[src/include/ubc_consts.svh]
/*
 * Constants of the UART break and command control block.
 * Assumes inclusion by bare name from an include path that holds this folder.
 */
// What this block does
// - Start break code drives transmit line low.
// - Idle start break begins within one bit.
// - Break waits for shifting character to finish.
// - Held characters go out after break ends.
// - Start break needs transmitter enabled.
// - Start break ignores clear-to-send level.
// - Stop break restores mark within two bits.
// - After stop break, buffered characters resume.
// - Reset-break-change clears only delta break flag.
// - Command field bits six to four; zero none.
// - Code 101 means reset break change.
`ifndef UBC_CONSTS_SVH
`define UBC_CONSTS_SVH
`define UBC_CMD_MSB        6
`define UBC_CMD_LSB        4
`define UBC_CMD_NONE       3'h0
`define UBC_CMD_RST_BRK    3'h5
`define UBC_CMD_START_BRK  3'h6
`define UBC_CMD_STOP_BRK   3'h7
`define UBC_DATA_W         8
`define UBC_FIFO_DEPTH     8
`define UBC_FRAME_BITS     4'h9
`define UBC_BRK_DELAY_BITS 1
`define UBC_STOP_MAX_BITS  2
`define UBC_TXD_MARK       1'h1
`define UBC_SYNC_RST       3'h7
`endif

[src/include/ubc_pkg.sv]
/*
 * Types shared by the break and command control block.
 * Assumes the constants header is reachable on the include path.
 */
`include "ubc_consts.svh"
package ubc_pkg;
	typedef enum logic [2:0] {
		UBC_IDLE,
		UBC_SHIFT,
		UBC_BREAK,
		UBC_MARK
	} ubc_state_e;

	typedef struct packed {
		logic       valid;
		logic [7:0] data;
	} ubc_cmd_s;

	typedef struct packed {
		logic                   valid;
		logic [`UBC_DATA_W-1:0] data;
	} ubc_word_s;
endpackage

[src/hw/ubc_fifo.sv]
/*
 * Transmit buffer FIFO with valid and ready on both sides.
 * Assumes a single clock and that both sides obey valid/ready.
 */
`timescale 1ns/1ps
`default_nettype none
module ubc_fifo #(
	parameter int WIDTH = 8,
	parameter int DEPTH = 8
) (
	input  wire logic             clock_i,
	input  wire logic             rst_n_i,
	input  wire logic             in_valid_i,
	input  wire logic [WIDTH-1:0] in_data_i,
	output var  logic             in_ready_o,
	output var  logic             out_valid_o,
	output var  logic [WIDTH-1:0] out_data_o,
	input  wire logic             out_ready_i
);
	localparam int AW = $clog2(DEPTH);

	typedef struct packed {
		logic [DEPTH-1:0][WIDTH-1:0] mem;
		logic [AW-1:0]               wr;
		logic [AW-1:0]               rd;
		logic [AW:0]                 cnt;
		logic                        ready;
	} fifo_s;

	fifo_s s_q;
	fifo_s s_d;
	logic  push;
	logic  pop;

	assign push        = in_valid_i && s_q.ready;
	assign pop         = out_ready_i && (s_q.cnt != '0);
	assign in_ready_o  = s_q.ready;
	assign out_valid_o = (s_q.cnt != '0);
	assign out_data_o  = s_q.mem[s_q.rd];

	always_comb begin
		s_d = s_q;
		if (push) begin
			s_d.mem[s_q.wr] = in_data_i;
			s_d.wr          = (s_q.wr == AW'(DEPTH - 1)) ? '0 : s_q.wr + 1'b1;
		end
		if (pop) begin
			s_d.rd = (s_q.rd == AW'(DEPTH - 1)) ? '0 : s_q.rd + 1'b1;
		end
		s_d.cnt   = s_q.cnt + {{AW{1'b0}}, push} - {{AW{1'b0}}, pop};
		s_d.ready = (s_d.cnt != (AW+1)'(DEPTH));
	end

	always_ff @(posedge clock_i or negedge rst_n_i) begin
		if (!rst_n_i) begin
			s_q       <= '0;
			s_q.ready <= 1'b1;
		end else begin
			s_q <= s_d;
		end
	end
endmodule
`default_nettype wire

[src/hw/ubc_top.sv]
/*
 * Transmit path with command decode for break control and the delta break flag.
 * Assumes bit_tick_i is a one-cycle pulse per bit time from the baud generator
 * on clock_i, and that cts_n_i arrives straight from a pin.
 */
`timescale 1ns/1ps
`default_nettype none
module ubc_top
	import ubc_pkg::*;
(
	input  wire logic      clock_i,
	input  wire logic      rst_n_i,
	input  wire ubc_cmd_s  cmd_i,
	input  wire logic      tx_enable_i,
	input  wire logic      cts_n_i,
	input  wire logic      bit_tick_i,
	input  wire ubc_word_s tx_word_i,
	output var  logic      tx_ready_o,
	input  wire logic      db_set_i,
	output var  logic      db_flag_o,
	output var  logic      break_active_o,
	output var  logic      txd_o
);
	typedef struct packed {
		ubc_state_e             state;
		logic [`UBC_DATA_W:0]   shreg;
		logic [3:0]             bitcnt;
		logic                   txd;
		logic                   brk_pend;
		logic [2:0]             cts_sync;
		logic                   cts_n;
		logic                   db_flag;
		logic                   brk_act;
	} top_s;

	top_s                   s_q;
	top_s                   s_d;
	logic [2:0]             code;
	logic                   fifo_valid;
	logic [`UBC_DATA_W-1:0] fifo_data;
	logic                   fifo_pop;

	assign code = cmd_i.valid ? cmd_i.data[`UBC_CMD_MSB:`UBC_CMD_LSB] : `UBC_CMD_NONE;

	ubc_fifo #(
		.WIDTH(`UBC_DATA_W),
		.DEPTH(`UBC_FIFO_DEPTH)
	) u_fifo (
		.clock_i    (clock_i),
		.rst_n_i    (rst_n_i),
		.in_valid_i (tx_word_i.valid),
		.in_data_i  (tx_word_i.data),
		.in_ready_o (tx_ready_o),
		.out_valid_o(fifo_valid),
		.out_data_o (fifo_data),
		.out_ready_i(fifo_pop)
	);

	// A new character starts only from idle, on a bit tick, with no break waiting,
	// so a held character cannot slip out ahead of a requested break.
	assign fifo_pop = (s_q.state == UBC_IDLE) && bit_tick_i && fifo_valid && tx_enable_i
		&& !s_q.cts_n && !s_q.brk_pend && (code != `UBC_CMD_START_BRK);

	assign txd_o          = s_q.txd;
	assign db_flag_o      = s_q.db_flag;
	assign break_active_o = s_q.brk_act;

	always_comb begin
		s_d = s_q;
		// Clear-to-send is a pin; it counts once the last two stages agree.
		s_d.cts_sync = {s_q.cts_sync[1:0], cts_n_i};
		if (s_q.cts_sync[1] == s_q.cts_sync[2]) begin
			s_d.cts_n = s_q.cts_sync[2];
		end
		// A receiver event in the clearing cycle still sets the flag.
		s_d.db_flag = (s_q.db_flag && (code != `UBC_CMD_RST_BRK)) || db_set_i;

		// Flow control is not consulted here on purpose.
		if ((code == `UBC_CMD_START_BRK) && tx_enable_i) begin
			s_d.brk_pend = 1'b1;
		end
		// A stop ahead of the state decision cancels a waiting break, so a break
		// that would start on this very tick cannot outlive the stop.
		if ((code == `UBC_CMD_STOP_BRK) && (s_q.state != UBC_BREAK)) begin
			s_d.brk_pend = 1'b0;
		end

		case (s_q.state)
			UBC_IDLE: begin
				if (bit_tick_i) begin
					if (s_d.brk_pend) begin
						s_d.brk_pend = 1'b0;
						s_d.txd      = 1'b0;
						s_d.state    = UBC_BREAK;
					end else if (fifo_pop) begin
						s_d.txd    = 1'b0;
						s_d.shreg  = {1'b1, fifo_data};
						s_d.bitcnt = `UBC_FRAME_BITS;
						s_d.state  = UBC_SHIFT;
					end
				end
			end
			UBC_SHIFT: begin
				if (bit_tick_i) begin
					if (s_q.bitcnt != 4'h0) begin
						s_d.txd    = s_q.shreg[0];
						s_d.shreg  = {1'b0, s_q.shreg[`UBC_DATA_W:1]};
						s_d.bitcnt = s_q.bitcnt - 4'h1;
					end else if (s_d.brk_pend) begin
						s_d.brk_pend = 1'b0;
						s_d.txd      = 1'b0;
						s_d.state    = UBC_BREAK;
					end else begin
						s_d.state = UBC_IDLE;
					end
				end
			end
			UBC_BREAK: begin
				s_d.brk_pend = 1'b0;
				if (code == `UBC_CMD_STOP_BRK) begin
					// Mark returns at once, well inside the two bit time limit.
					s_d.txd   = `UBC_TXD_MARK;
					s_d.state = UBC_MARK;
				end
			end
			UBC_MARK: begin
				// One full bit of mark before the buffer drains again.
				if (bit_tick_i) begin
					s_d.state = UBC_IDLE;
				end
			end
			default: begin
				s_d.state = UBC_IDLE;
			end
		endcase

		// Kept as its own flop so the break port comes straight from a register.
		s_d.brk_act = (s_d.state == UBC_BREAK);
	end

	always_ff @(posedge clock_i or negedge rst_n_i) begin
		if (!rst_n_i) begin
			s_q          <= '0;
			s_q.state    <= UBC_IDLE;
			s_q.txd      <= `UBC_TXD_MARK;
			s_q.cts_sync <= `UBC_SYNC_RST;
			s_q.cts_n    <= 1'b1;
		end else begin
			s_q <= s_d;
		end
	end
endmodule
`default_nettype wire

[config.mk]
export PLATFORM = sky130hd
export DESIGN_NAME = ubc_top
export DESIGN_NICKNAME = d
export VERILOG_FILES = /design/src/include/ubc_pkg.sv /design/src/hw/ubc_fifo.sv /design/src/hw/ubc_top.sv
export VERILOG_INCLUDE_DIRS = /design/src /design/src/include
export SDC_FILE = /design/constraint.sdc
export NUM_CORES = 1
export LEC_CHECK = 0
export ABC_AREA = 1
export BUFFER_PORTS_ARGS = -buffer_cell sky130_fd_sc_hd__buf_2
export CAP_MARGIN = 20
export CORE_ASPECT_RATIO = 0.6
export CORE_MARGIN = 5
export CORE_UTILIZATION = 28
export DETAILED_ROUTE_END_ITERATION = 7
export GPL_ROUTABILITY_DRIVEN = 1
export GPL_TIMING_DRIVEN = 0
export PLACE_DENSITY = 0.4
export REMOVE_ABC_BUFFERS = 1
export SETUP_SLACK_MARGIN = 0.2
export SKIP_LAST_GASP = 1
export SYNTH_ARGS = -nofsm -noshare
export SYNTH_HDL_FRONTEND = slang
export SYNTH_SLANG_ARGS = --single-unit
[constraint.sdc]
create_clock -name clock_i -period 3.2 [get_ports clock_i]
set_input_delay 0.32 -clock clock_i [delete_from_list [all_inputs] [get_ports clock_i]]
set_output_delay 0.32 -clock clock_i [all_outputs]
set_load 0.03 [all_outputs]
==> impl_metrics.json <==
{
  "status": "finished, final reports clean",
  "ant_nets": 0,
  "drt-initial-drc-count": 267,
  "ys_ff_latch": 99,
  "yosys.area.top_type": "dfrtp_1",
  "setup_violations": 0,
  "cts-resized-gates": 0,
  "h-tree-depth": 3,
  "r2r_start": "u_fifo.s_q[3]",
  "max_slew_margin": 0.471,
  "synthCells": 583,
  "dr.pass1.iters": 5,
  "critPathKind": "flop to flop",
  "rsz0062_at_grt": "false",
  "cpMaxStageDelayCell": "fa_1",
  "setup-tns-final_ns": 0,
  "grt-ovfl-total": 0,
  "leakage_nw": 2.68,
  "seq_area_frac_synth": 0.527,
  "crit_fanout": 16,
  "die_area_sq_mm": 0.0196,
  "final-seq-area_sq_mm": 0.00248,
  "fin_skew_ns": 0.00788,
  "wire_per_inst_microns": 14.1,
  "place_congestion": 0.781,
  "fin_util": 0.326,
  "synth-async-reset-ratio": 1.00,
  "avgSynthCellArea_sq_um": 8.08,
  "synth_area_leaders": "dfrtp_1 49%, nand2_1 19%, o21ai_0 7.9%, nand3_1 5.0%, dfstp_2 3.3%",
  "hp-class": "input port to flop",
  "via_per_inst": 4.45,
  "synth.distinct_cells": 33,
  "cts_tree": "done",
  "port_buffers": 22,
  "netlist_area_sq_mm": 0.00471,
  "nets": 632,
  "die_h_microns": 110,
  "crit_top_cell": "ha_1",
  "cp.arrival_ns": 2.92,
  "wl_microns": 11700,
  "drv_cap": 0,
  "tightest_slew_ns": 0.793,
  "grt.total_usage": 0.125,
  "finalHoldViolCount": 0,
  "syn2layout_area_growth_pct": 13.3,
  "antennaDiodeCount": 0,
  "cp-start-kind": "flop",
  "nFillCells": 1727,
  "rr_endpoint": "u_fifo.in_ready_o",
  "num_vias": 3690,
  "synth_top_area_frac": 0.494,
  "drive_gt1_frac": 0.0998,
  "min_delay_path_depth": 1,
  "path_cells": "inv_1, ha_1, nand2_1, nor2_1, nor2_2, nand2_2, inv_2, ha_1, inv_1, ha_1, fa_1, xor2_1, nor3_1, nand2_1",
  "start_util": 0.288,
  "synth-edff-count": 0,
  "whs_endpoint": "s_d[4]",
  "ios": 28,
  "power_density_mw_per_mm2": 887,
  "antenna_found_initial": 0,
  "root_buffer": "clkbuf_16",
  "required_ns": 3.47,
  "end_kind": "flop",
  "core_sq_mm": 0.0164,
  "die_x_microns": 177,
  "rows": 36,
  "postCtsSetupRepairBufs": 0,
  "grt_pass1_wl_microns": 19400,
  "clock_path_buffers": 2,
  "rrSetupSlack_ns": 0.54,
  "irDropWorstVdd_mv": 0.265,
  "cts-buffers-inserted": 9,
  "grt_pass1_vias": 3580,
  "insertion_delay_ns": 0.34,
  "synth_warnings": 0,
  "cpPeakStageDelay_ns": 0.39,
  "dominantRegCellSynth": "dfrtp_1",
  "slew_viol_final": 0,
  "period_share": 0.830,
  "clk_pin_slew_ns": 0.07,
  "hpwlAfterDp_microns": 7660,
  "grt_max_degree": 65,
  "min_from": "cts_n_i",
  "fmax_mhz": 377,
  "rr_worst_depth": 14,
  "cts_sinks": 99,
  "drt_drc_violations_left": 0,
  "layout_min_cycle_time_ns": 2.66,
  "multi_input_area_sq_mm": 0.00194
}
## timing repair
action / in CTS / in global routing
endpoints found under the setup margin: 0 / 0
hold buffers: 1 / 0
hold endpoints to repair: 34 / 0
## synth_stat cells, types with 2 or more instances
cell,instances
nand2_2,3
nand3_1,47
dfrtp_1,93
buf_2,11
buf_6,2
ha_1,11
nor2_2,2
nor2_1,17
inv_2,4
a21oi_1,4
o21ai_2,2
nand4_1,3
inv_1,33
nand2_1,244
clkbuf_1,9
xnor2_1,2
o21ai_0,74
clkinv_1,2
dfstp_2,6
## worst max-delay path: cells and delay by family, from the launching register on
kind | cells | cell delay, ns
adder cells (fa/ha/maj) | 4 | 1.07
buffers and inverters | 3 | 0.29
XOR/XNOR | 1 | 0.18
flip-flops | 1 | 0.36
AND/OR/NAND/NOR | 6 | 0.67
## how the worst max path moves through the flow
| stage | depth (start not counted) | to | slack, ns | from |
|---|---|---|---|---|
| 6_report | 14 | u_fifo.in_ready_o | 0.54 | u_fifo.s_q[3] |
| 3_5_place_dp | 14 | u_fifo.in_ready_o | 0.53 | u_fifo.s_q[3] |
| 5_1_grt | 14 | u_fifo.in_ready_o | 0.36 | u_fifo.s_q[3] |
| 2_1_floorplan | 14 | u_fifo.in_ready_o | 0.94 | u_fifo.s_q[3] |
| 3_3_place_gp | 9 | s_q[17] | 0.33 | u_fifo.s_q[5] |
| 4_1_cts | 14 | u_fifo.in_ready_o | 0.50 | u_fifo.s_q[3] |
## cell families after synthesis
group | Yosys count | synth area share
simple gates | 321 | 0.280
other cells | 1 | 0.000796
fa+ha+maj | 13 | 0.0356
buf+inv | 63 | 0.0603
flops | 99 | 0.527
compound gates | 83 | 0.0905
xor+xnor | 3 | 0.00558
## layout by cell type, fill, tap and decap left out, types with 2 or more instances in the layout
cell       Yosys  layout
a21oi_1        4       4
o21ai_0       74      74
clkbuf_16      0       9
o21ai_2        2       2
inv_1         33      33
xnor2_1        2       2
inv_2          4       4
clkbuf_1       9       2
nand4_1        3       3
buf_2         11      21
ha_1          11      11
inv_6          0       2
nor2_2         2       2
nand2_2        3       3
nor2_1        17      17
clkinv_1       2       2
dfstp_2        6       6
nand3_1       47      47
nand2_1      244     244
buf_16         0       2
dfrtp_1       93      93
## stage by stage
step	hold WS, ns	std cells	cell area [sq um]	setup WS [ns]	total power [mW]
CTS	0.0530	829	5340	0.496	4.81
detailed placement	0.345	812	5030	0.534	3.68
global route	0.0553	829	5340	0.364	5.18
global placement	0.347	810	4980	0.334	3.61
finish	0.0736	829	5340	0.544	4.74
floorplan	0.0244	560	4580	0.943	3.12
## report_power, final
group	total [mW]	leakage (nW)	switching, mW	internal, mW
Combinational	1.58	1.29	0.997	0.585
Sequential	2.06	1.24	0.336	1.72
Clock	1.10	0.144	0.483	0.613
Total	4.74	2.68	1.82	2.92
## routing by layer
| layer | GRT usage | wire (microns) | up-vias | part of all wire |
|---|---|---|---|---|
| met2 | 0.171 | 4650 | 78 | 0.40 |
| met4 | 0.0216 | 80 | 0 | 0.0068 |
| met5 | 0 | 0 | - | 0 |
| li1 | - | - | 1880 | - |
| met3 | 0.0301 | 483 | 10 | 0.041 |
| met1 | 0.198 | 6500 | 1722 | 0.55 |
## state kept, by name (all words and copies together) (netlist names)
signal	flops
break_active_o	1
db_flag_o	1
s_d	2
s_q	19
txd_o	1
u_fifo.in_ready_o	1
u_fifo.s_q	74
## layout make-up
cell class / instances / share of cell area
clock buffers: 11 / 0.0436
clock inverters: 5 / 0.0115
inverters: 40 / 0.0286
multi-input cells: 421 / 0.364
flip-flops and latches: 99 / 0.466
well taps: 228 / 0.0534
repair buffers: 25 / 0.0333
(Power assumes the default switching activity.)
